--- config.mk ---
export PLATFORM = sky130hd
export DESIGN_NAME = tpc_block_timer
export DESIGN_NICKNAME = d
export VERILOG_FILES = /design/src/tpc_pkg.sv /design/src/tpc_block_timer.sv
export SDC_FILE = /design/constraint.sdc
export NUM_CORES = 1
export LEC_CHECK = 0
export ABC_AREA = 1
export BUFFER_PORTS_ARGS = -buffer_cell sky130_fd_sc_hd__buf_2
export CORE_ASPECT_RATIO = 1.2
export CORE_MARGIN = 4
export CORE_UTILIZATION = 55
export DETAILED_ROUTE_END_ITERATION = 10
export GPL_ROUTABILITY_DRIVEN = 0
export PLACE_DENSITY = 0.77
export SYNTH_ARGS = -nofsm -noshare
export SYNTH_HDL_FRONTEND = slang
export SYNTH_SLANG_ARGS = --single-unit
--- constraint.sdc ---
create_clock -name clock -period 3.3 [get_ports clock]
set_input_delay 0.495 -clock clock [delete_from_list [all_inputs] [get_ports clock]]
set_output_delay 0.495 -clock clock [all_outputs]
set_load 0.01 [all_outputs]
--- src/tpc_pkg.sv ---
package tpc_pkg;

	// Bank geometry
	localparam int NUM_BLOCKS = 8;
	localparam int NUM_SLOTS = 4;
	localparam int NUM_INPUTS = 12;
	localparam int NUM_OUTPUTS = 8;
	localparam int NUM_PINS = NUM_INPUTS + NUM_OUTPUTS;
	localparam int PIN_W = 5;
	localparam int CNT_W = 16;
	localparam int CODE_W = 8;
	localparam int MASK_W = 4;

	// Board pin indices: inputs first, then outputs
	localparam logic [PIN_W-1:0] DIGITAL_INPUT_0_IDX = 5'h00;
	localparam logic [PIN_W-1:0] DIGITAL_INPUT_1_IDX = 5'h01;
	localparam logic [PIN_W-1:0] DIGITAL_INPUT_2_IDX = 5'h02;
	localparam logic [PIN_W-1:0] DIGITAL_INPUT_5_IDX = 5'h05;
	localparam logic [PIN_W-1:0] DIGITAL_INPUT_6_IDX = 5'h06;
	localparam logic [PIN_W-1:0] DIGITAL_INPUT_9_IDX = 5'h09;
	localparam logic [PIN_W-1:0] DIGITAL_INPUT_10_IDX = 5'h0A;
	localparam logic [PIN_W-1:0] DIGITAL_INPUT_11_IDX = 5'h0B;
	localparam logic [PIN_W-1:0] DIGITAL_OUTPUT_0_IDX = 5'h0C;
	localparam logic [PIN_W-1:0] DIGITAL_OUTPUT_3_IDX = 5'h0F;
	localparam logic [PIN_W-1:0] LAST_PIN_IDX = 5'h13;

	// Block owning each board pin
	localparam logic [2:0] PIN_BLOCK [NUM_PINS] = '{
		3'h0, 3'h0, 3'h0, 3'h1, 3'h1, 3'h1, 3'h2, 3'h2, 3'h3, 3'h3, 3'h6, 3'h7,
		3'h2, 3'h2, 3'h3, 3'h3, 3'h4, 3'h4, 3'h5, 3'h3};

	// Position of each board pin inside its block
	localparam logic [1:0] PIN_SLOT [NUM_PINS] = '{
		2'h0, 2'h1, 2'h2, 2'h0, 2'h1, 2'h2, 2'h0, 2'h1, 2'h0, 2'h1, 2'h0, 2'h0,
		2'h2, 2'h3, 2'h2, 2'h3, 2'h2, 2'h3, 2'h2, 2'h3};

	typedef enum logic [3:0] {
		FN_NONE = 4'h0,
		FN_DIG_IN = 4'h1,
		FN_DIG_OUT = 4'h2,
		FN_EVT_CNT = 4'h3,
		FN_EVT_CAP = 4'h4,
		FN_QUAD = 4'h5,
		FN_EXT_IRQ = 4'h6,
		FN_EXT_SYNC = 4'h7,
		FN_PWM = 4'h8
	} tpc_func_type;

	typedef enum logic [2:0] {
		MD_UP = 3'h0,
		MD_MATCH = 3'h1,
		MD_UPDN = 3'h2,
		MD_FREE = 3'h3,
		MD_UNTIL_END = 3'h4,
		MD_BEGIN_END = 3'h5,
		MD_WHILE_BEGIN = 3'h6
	} tpc_mode_type;

	typedef enum logic [1:0] {
		CL_ANY = 2'h0,
		CL_EXCL = 2'h1,
		CL_SHARED = 2'h2,
		CL_NONE = 2'h3
	} tpc_class_type;

	// Reset values
	localparam tpc_mode_type BLOCK_MODE_RST = MD_FREE;
	localparam logic [CNT_W-1:0] COUNT_RST = 16'h0000;

	// Sharing class of a function in a given block mode
	function automatic tpc_class_type tpc_class_of(input tpc_func_type f, input tpc_mode_type m);
		tpc_class_type c;
		c = CL_NONE;
		case (f)
			FN_NONE, FN_DIG_IN, FN_DIG_OUT, FN_EXT_IRQ, FN_EXT_SYNC: c = CL_ANY;
			FN_EVT_CNT: c = (m <= MD_UPDN) ? CL_EXCL : CL_NONE;
			FN_EVT_CAP: c = (m == MD_FREE) ? CL_SHARED : ((m >= MD_UNTIL_END && m <= MD_WHILE_BEGIN) ? CL_EXCL : CL_NONE);
			FN_QUAD: c = (m == MD_UPDN) ? CL_EXCL : CL_NONE;
			FN_PWM: c = (m == MD_FREE) ? CL_SHARED : CL_NONE;
			default: c = CL_NONE;
		endcase
		return c;
	endfunction : tpc_class_of

	// Two functions on one block clash
	function automatic logic tpc_clash(input tpc_class_type ca, input tpc_mode_type ma,
			input tpc_class_type cb, input tpc_mode_type mb);
		logic r;
		r = 1'b0;
		if (ca == CL_ANY || cb == CL_ANY) begin
			r = 1'b0;
		end else if (ma != mb) begin
			r = 1'b1;
		end else begin
			r = (ca == CL_EXCL) || (cb == CL_EXCL);
		end
		return r;
	endfunction : tpc_clash

endpackage : tpc_pkg
--- src/tpc_block_timer.sv ---
module tpc_block_timer #(
	parameter int CNT_W = 16
) (
	input wire logic clock, // System clock
	input wire logic srst, // Synchronous reset
	input wire logic ce, // Clock enable
	input wire tpc_pkg::tpc_mode_type mode, // Block counter mode
	input wire logic [3:0] slot_level, // Synchronised levels of the block pins
	input wire logic sync_level, // Synchronised external sync level
	input wire logic [CNT_W-1:0] limit, // Rollover value
	input wire logic [CNT_W-1:0] duty, // PWM compare value
	output logic [CNT_W-1:0] count_q, // Counter value
	output logic rollover_q, // Pulse on rollover
	output logic pwm_q, // PWM level
	output logic [CNT_W-1:0] capture_q // Count captured at pin 2 edge
);
	import tpc_pkg::*;

	logic [3:0] slot_prev_q;
	logic sync_prev_q;
	logic run_q;
	logic [3:0] rise;
	logic sync_rise;
	logic tick;
	logic down;

	assign rise = slot_level & ~slot_prev_q;
	assign sync_rise = sync_level & ~sync_prev_q;

	// Edge history
	always_ff @(posedge clock) begin
		if (srst) begin
			slot_prev_q <= 4'h0;
			sync_prev_q <= 1'b0;
		end else if (ce) begin
			slot_prev_q <= slot_level;
			sync_prev_q <= sync_level;
		end
	end

	// Gate for the begin/end modes
	always_ff @(posedge clock) begin
		if (srst) begin
			run_q <= 1'b0;
		end else if (ce) begin
			if (mode == MD_UNTIL_END) begin
				run_q <= ~rise[1] & (run_q | ~slot_prev_q[1]);
			end else if (mode == MD_BEGIN_END) begin
				run_q <= rise[0] | (run_q & ~rise[1]);
			end else begin
				run_q <= 1'b0;
			end
		end
	end

	// Count step per mode
	always_comb begin
		tick = 1'b0;
		down = 1'b0;
		case (mode)
			MD_UP: tick = rise[0];
			MD_MATCH: tick = rise[0] && (count_q != limit);
			MD_UPDN: begin
				tick = rise[0];
				down = slot_level[1];
			end
			MD_FREE: tick = 1'b1;
			MD_UNTIL_END, MD_BEGIN_END: tick = run_q;
			MD_WHILE_BEGIN: tick = slot_level[0];
			default: tick = 1'b0;
		endcase
	end

	// Counter with rollover at the limit and sync clear
	always_ff @(posedge clock) begin
		if (srst) begin
			count_q <= COUNT_RST;
			rollover_q <= 1'b0;
		end else if (ce) begin
			rollover_q <= 1'b0;
			if (sync_rise) begin
				count_q <= COUNT_RST;
			end else if (tick && down) begin
				count_q <= (count_q == COUNT_RST) ? limit : count_q - CNT_W'(1);
			end else if (tick && count_q >= limit) begin
				count_q <= COUNT_RST;
				rollover_q <= 1'b1;
			end else if (tick) begin
				count_q <= count_q + CNT_W'(1);
			end
		end
	end

	// PWM from the shared count, capture of the same count
	always_ff @(posedge clock) begin
		if (srst) begin
			pwm_q <= 1'b0;
			capture_q <= COUNT_RST;
		end else if (ce) begin
			pwm_q <= (count_q < duty);
			if (rise[2]) begin
				capture_q <= count_q;
			end
		end
	end

endmodule : tpc_block_timer

==> reports/qor.log <==
qor: yosys.syn_nets 680
qor: detailed_routing.num_vias 3,926
qor: sta.fin_hold_viols 0
qor: yosys.largest_family_of_logic_cells_by_synthesized_area simple AND/OR/NAND/NOR gates
qor: sta.fmax 0.387 GHz
qor: clocking.clk_pin_slew 80 ps
qor: sta.grt_setup_unrepaired no
qor: power.p_per_area 273 mW/mm^2
qor: yosys.async_reset_ff_frac 0
qor: detailed_routing.postRouteWirelength 9970 um
qor: sta.worst_slack 718 ps
qor: sta.timing.final.max_slew_violations 0
qor: detailed_routing.drt-pass1-iter-count 7
qor: critical_path.critical-path-max-stage-delay 620 ps
qor: yosys.share_of_synthesized_area_occupied_by_flip_flops_and_latches 0.208
qor: cells_and_area.area_delta_synth_final 12.7%
qor: cells_and_area.post_route_cells_drive_above_1_share 0.194
qor: yosys.synth_xor_xnor_area_share 0.0350
qor: placement.detailedPlace.worstSlack 720 ps
qor: die.fp.dieW 83.4 um
qor: die.floorplan.rows 32
qor: placement.dp_hpwl 7550 um
qor: critical_path.worst_path_dominant_cell_family simple AND/OR/NAND/NOR gates
qor: critical_path.timing.critical_path.from_type register
qor: clocking.clk_latency 300 ps
qor: clocking.cts_buffers 5
qor: critical_path.path_cells ha_1, nand2_1, inv_1, nand2_1, nor2_1, nand2_1, nand3_2, a21oi_2, nand2_1, nand2_1, inv_1, nand2_1, a21oi_1
qor: job.maximum_capacitance_violations 0
qor: detailed_routing.dr.first_iter.drc_count 265
qor: yosys.synth.area.top_cells sky130_fd_sc_hd__dfxtp_1, sky130_fd_sc_hd__nand2_1, sky130_fd_sc_hd__ha_1, sky130_fd_sc_hd__inv_1, sky130_fd_sc_hd__nor2_1
qor: die.core 0.00653 sq mm
qor: sta.timing.clock.skew 11.3 ps
qor: power.total_leakage_power 0.00252 uW
qor: global_routing.groute.usage.overall 0.242
qor: clocking.number_of_gates_resized_after_cts 0
qor: hold_path.hp-class in2reg
qor: critical_path.timing.critical_path.required 3450 ps
qor: clocking.clk_root_buffer_cell sky130_fd_sc_hd__clkbuf_8
qor: critical_path.worst-path-max-fanout 13
qor: critical_path.cell_type_of_the_slowest_stage_on_the_worst_timing_path sky130_fd_sc_hd__dfxtp_1
qor: yosys.yosys.area_share.simple 0.364
qor: yosys.synth-compound-area-share 0.137
qor: sta.setup_violations 0
qor: global_routing.antenna_found_initial 0
qor: die.die_y_extent 98.5 um
qor: yosys.synth-main-ff-cell sky130_fd_sc_hd__dfxtp_1
qor: critical_path.crit_type reg2reg
qor: power.vdd_drop_max 140 uV
qor: clocking.cts_hold_buffers 0
qor: cells_and_area.finish.net_count 745
qor: yosys.fraction_of_synthesized_cell_area_taken_by_the_top_area_cell_type 0.208
qor: detailed_routing.post_drt_via_cell_ratio 5.21
qor: sta.tightest_hold_margin 454 ps
qor: outcome.outcome completed
qor: yosys.yosys.area_share.adder 0.113
qor: cells_and_area.antenna-diode-count 0
qor: yosys.synth-warning-count 0
qor: die.top_level_ports 77
qor: detailed_routing.route.detailed.wl_per_inst 13.2 um
qor: sta.period_minus_slack 2580 ps
qor: critical_path.critical_path_data_arrival_time 2730 ps
qor: die.die_area 0.00821 sq mm
qor: yosys.post-synth-top-count-cell sky130_fd_sc_hd__nand2_1
qor: die.initial_utilization 0.575
qor: clocking.cts.sinks 39
qor: yosys.syn-mean-instance-area 6.22 sq um
qor: clocking.level_count_of_the_clock_h_tree 2
qor: clocking.tritoncts_clock_tree yes
qor: critical_path.timing.critical_path.buf_inv 2
qor: sta.max_slew_margin 0.458
qor: yosys.synth-edff-count 0
qor: global_routing.grt_pass1_wl 16,600 um
qor: yosys.postSynthRegisterBits 39
qor: yosys.synth.distinct_cells 32
qor: sta.setup-tns-final 0 ps
qor: global_routing.grt_overflow 0
qor: placement.buffer_ports.inserted 75
qor: critical_path.crit_path_end_kind register
qor: detailed_routing.drt_drc_violations_left 0
qor: sta.max_slew.worst_pin.slew 813 ps
qor: clocking.cts_buffer_depth 2
qor: global_routing.first_global_vias 3,603
qor: sta.fin_crit_sh 0.782
qor: clocking.post_cts_setup_buffers 0
qor: yosys.post_synth_most_frequent_cells sky130_fd_sc_hd__nand2_1, sky130_fd_sc_hd__inv_1, sky130_fd_sc_hd__nor2_1, sky130_fd_sc_hd__dfxtp_1, sky130_fd_sc_hd__ha_1
qor: yosys.synth_top_cell_by_area sky130_fd_sc_hd__dfxtp_1
qor: yosys.postSynthCellCount 603
qor: global_routing.grt_max_degree 40
qor: yosys.netlist_area 0.00375 sq mm
qor: critical_path.crit_path_frequent_cell sky130_fd_sc_hd__nand2_1
qor: yosys.synth.mux.area_fraction 0
qor: detailed_routing.ant_nets 0
-- registers in the layout, summed over array words and instances, names as in the netlist, named ones only --
| register | cells |
|---|---|
| rollover_q | 1 |
| slot_prev_q | 3 |
| sync_prev_q | 1 |
| pwm_q | 1 |
| capture_q | 16 |
| count_q | 16 |
-- layout make-up --
cell class / instances / area [sq um]
fill: 659 / 2300
multi-input combinational: 445 / 2440
clock buffer: 5 / 68.8
timing repair buffer: 83 / 435
inverter: 94 / 353
clock inverter: 3 / 43.8
sequential: 39 / 781
tap: 85 / 106
-- metal layers --
layer | vias to the layer above | GRT usage | wire length [um]
li1 | 2033 | - | -
met1 | 1724 | 0.284 | 4180
met2 | 144 | 0.440 | 4910
met3 | 25 | 0.0418 | 620
met4 | 0 | 0.0855 | 261
met5 | - | 0 | 0
-- power by group --
group          switching (uW)  total [uW]  leakage (uW)  internal (uW)
clock network             194         419     0.0000581            226
logic                     148         236       0.00214           87.1
registers                10.5         499      0.000318            488
total                     353        1150       0.00252            801
-- metrics by stage --
step | cell area [sq um] | total power [uW] | util | cells
final | 4230 | 1150 | 0.648 | 754
after global routing | 4230 | 1210 | 0.648 | 754
after CTS | 4230 | 1160 | 0.648 | 754
after detailed placement | 4120 | 745 | 0.631 | 746
after global placement | 4120 | 738 | 0.631 | 746
after floorplan | 3750 | 677 | - | 603
-- cells in the final DEF, fill, tap and decap left out, types with 2 or more instances in the layout --
| master | n |
|---|---|
| sky130_fd_sc_hd__nor2_1 | 64 |
| sky130_fd_sc_hd__ha_1 | 34 |
| sky130_fd_sc_hd__buf_4 | 8 |
| sky130_fd_sc_hd__nand3_1 | 31 |
| sky130_fd_sc_hd__o21ai_1 | 8 |
| sky130_fd_sc_hd__inv_1 | 91 |
| sky130_fd_sc_hd__nand2_2 | 4 |
| sky130_fd_sc_hd__nor2_4 | 5 |
| sky130_fd_sc_hd__nor2_2 | 7 |
| sky130_fd_sc_hd__nand2_4 | 3 |
| sky130_fd_sc_hd__a21oi_1 | 31 |
| sky130_fd_sc_hd__a211oi_1 | 19 |
| sky130_fd_sc_hd__nand4_1 | 5 |
| sky130_fd_sc_hd__a21oi_2 | 9 |
| sky130_fd_sc_hd__nand3_2 | 4 |
| sky130_fd_sc_hd__dfxtp_1 | 39 |
| sky130_fd_sc_hd__nor3_1 | 4 |
| sky130_fd_sc_hd__o21ai_0 | 12 |
| sky130_fd_sc_hd__inv_2 | 3 |
| sky130_fd_sc_hd__nor3_2 | 2 |
| sky130_fd_sc_hd__buf_2 | 75 |
| sky130_fd_sc_hd__clkbuf_8 | 5 |
| sky130_fd_sc_hd__nand2_1 | 183 |
| sky130_fd_sc_hd__xor2_1 | 14 |
-- worst paths after layout --
check | start | endpoint | slack [ps] | depth (start not counted)
max reg2reg | count_q[3] | count_q[0] | 720 | 13
min reg2reg | pwm_q | pwm_q | 470 | 2
min | sync_level | sync_prev_q | 450 | 3
max | count_q[3] | count_q[0] | 720 | 13
-- worst register-to-register path, stage by stage, from the launching register on --
cell and delay [ps]:
sky130_fd_sc_hd__dfxtp_1 620, sky130_fd_sc_hd__ha_1 340, sky130_fd_sc_hd__nand2_1 70, sky130_fd_sc_hd__inv_1 40, sky130_fd_sc_hd__nand2_1 50, sky130_fd_sc_hd__nor2_1 70, sky130_fd_sc_hd__nand2_1 110, sky130_fd_sc_hd__nand3_2 110
sky130_fd_sc_hd__a21oi_2 620, sky130_fd_sc_hd__nand2_1 150, sky130_fd_sc_hd__nand2_1 90, sky130_fd_sc_hd__inv_1 40, sky130_fd_sc_hd__nand2_1 60, sky130_fd_sc_hd__a21oi_1 60
-- cell families after synthesis --
logic type,after synthesis
DFF,39
and+or+nand+nor,313
AOI/OAI and AO/OA,83
xor gates and xnor gates,15
adders and majority gates,34
buffers and inverters,119
(Power assumes the default switching activity.)
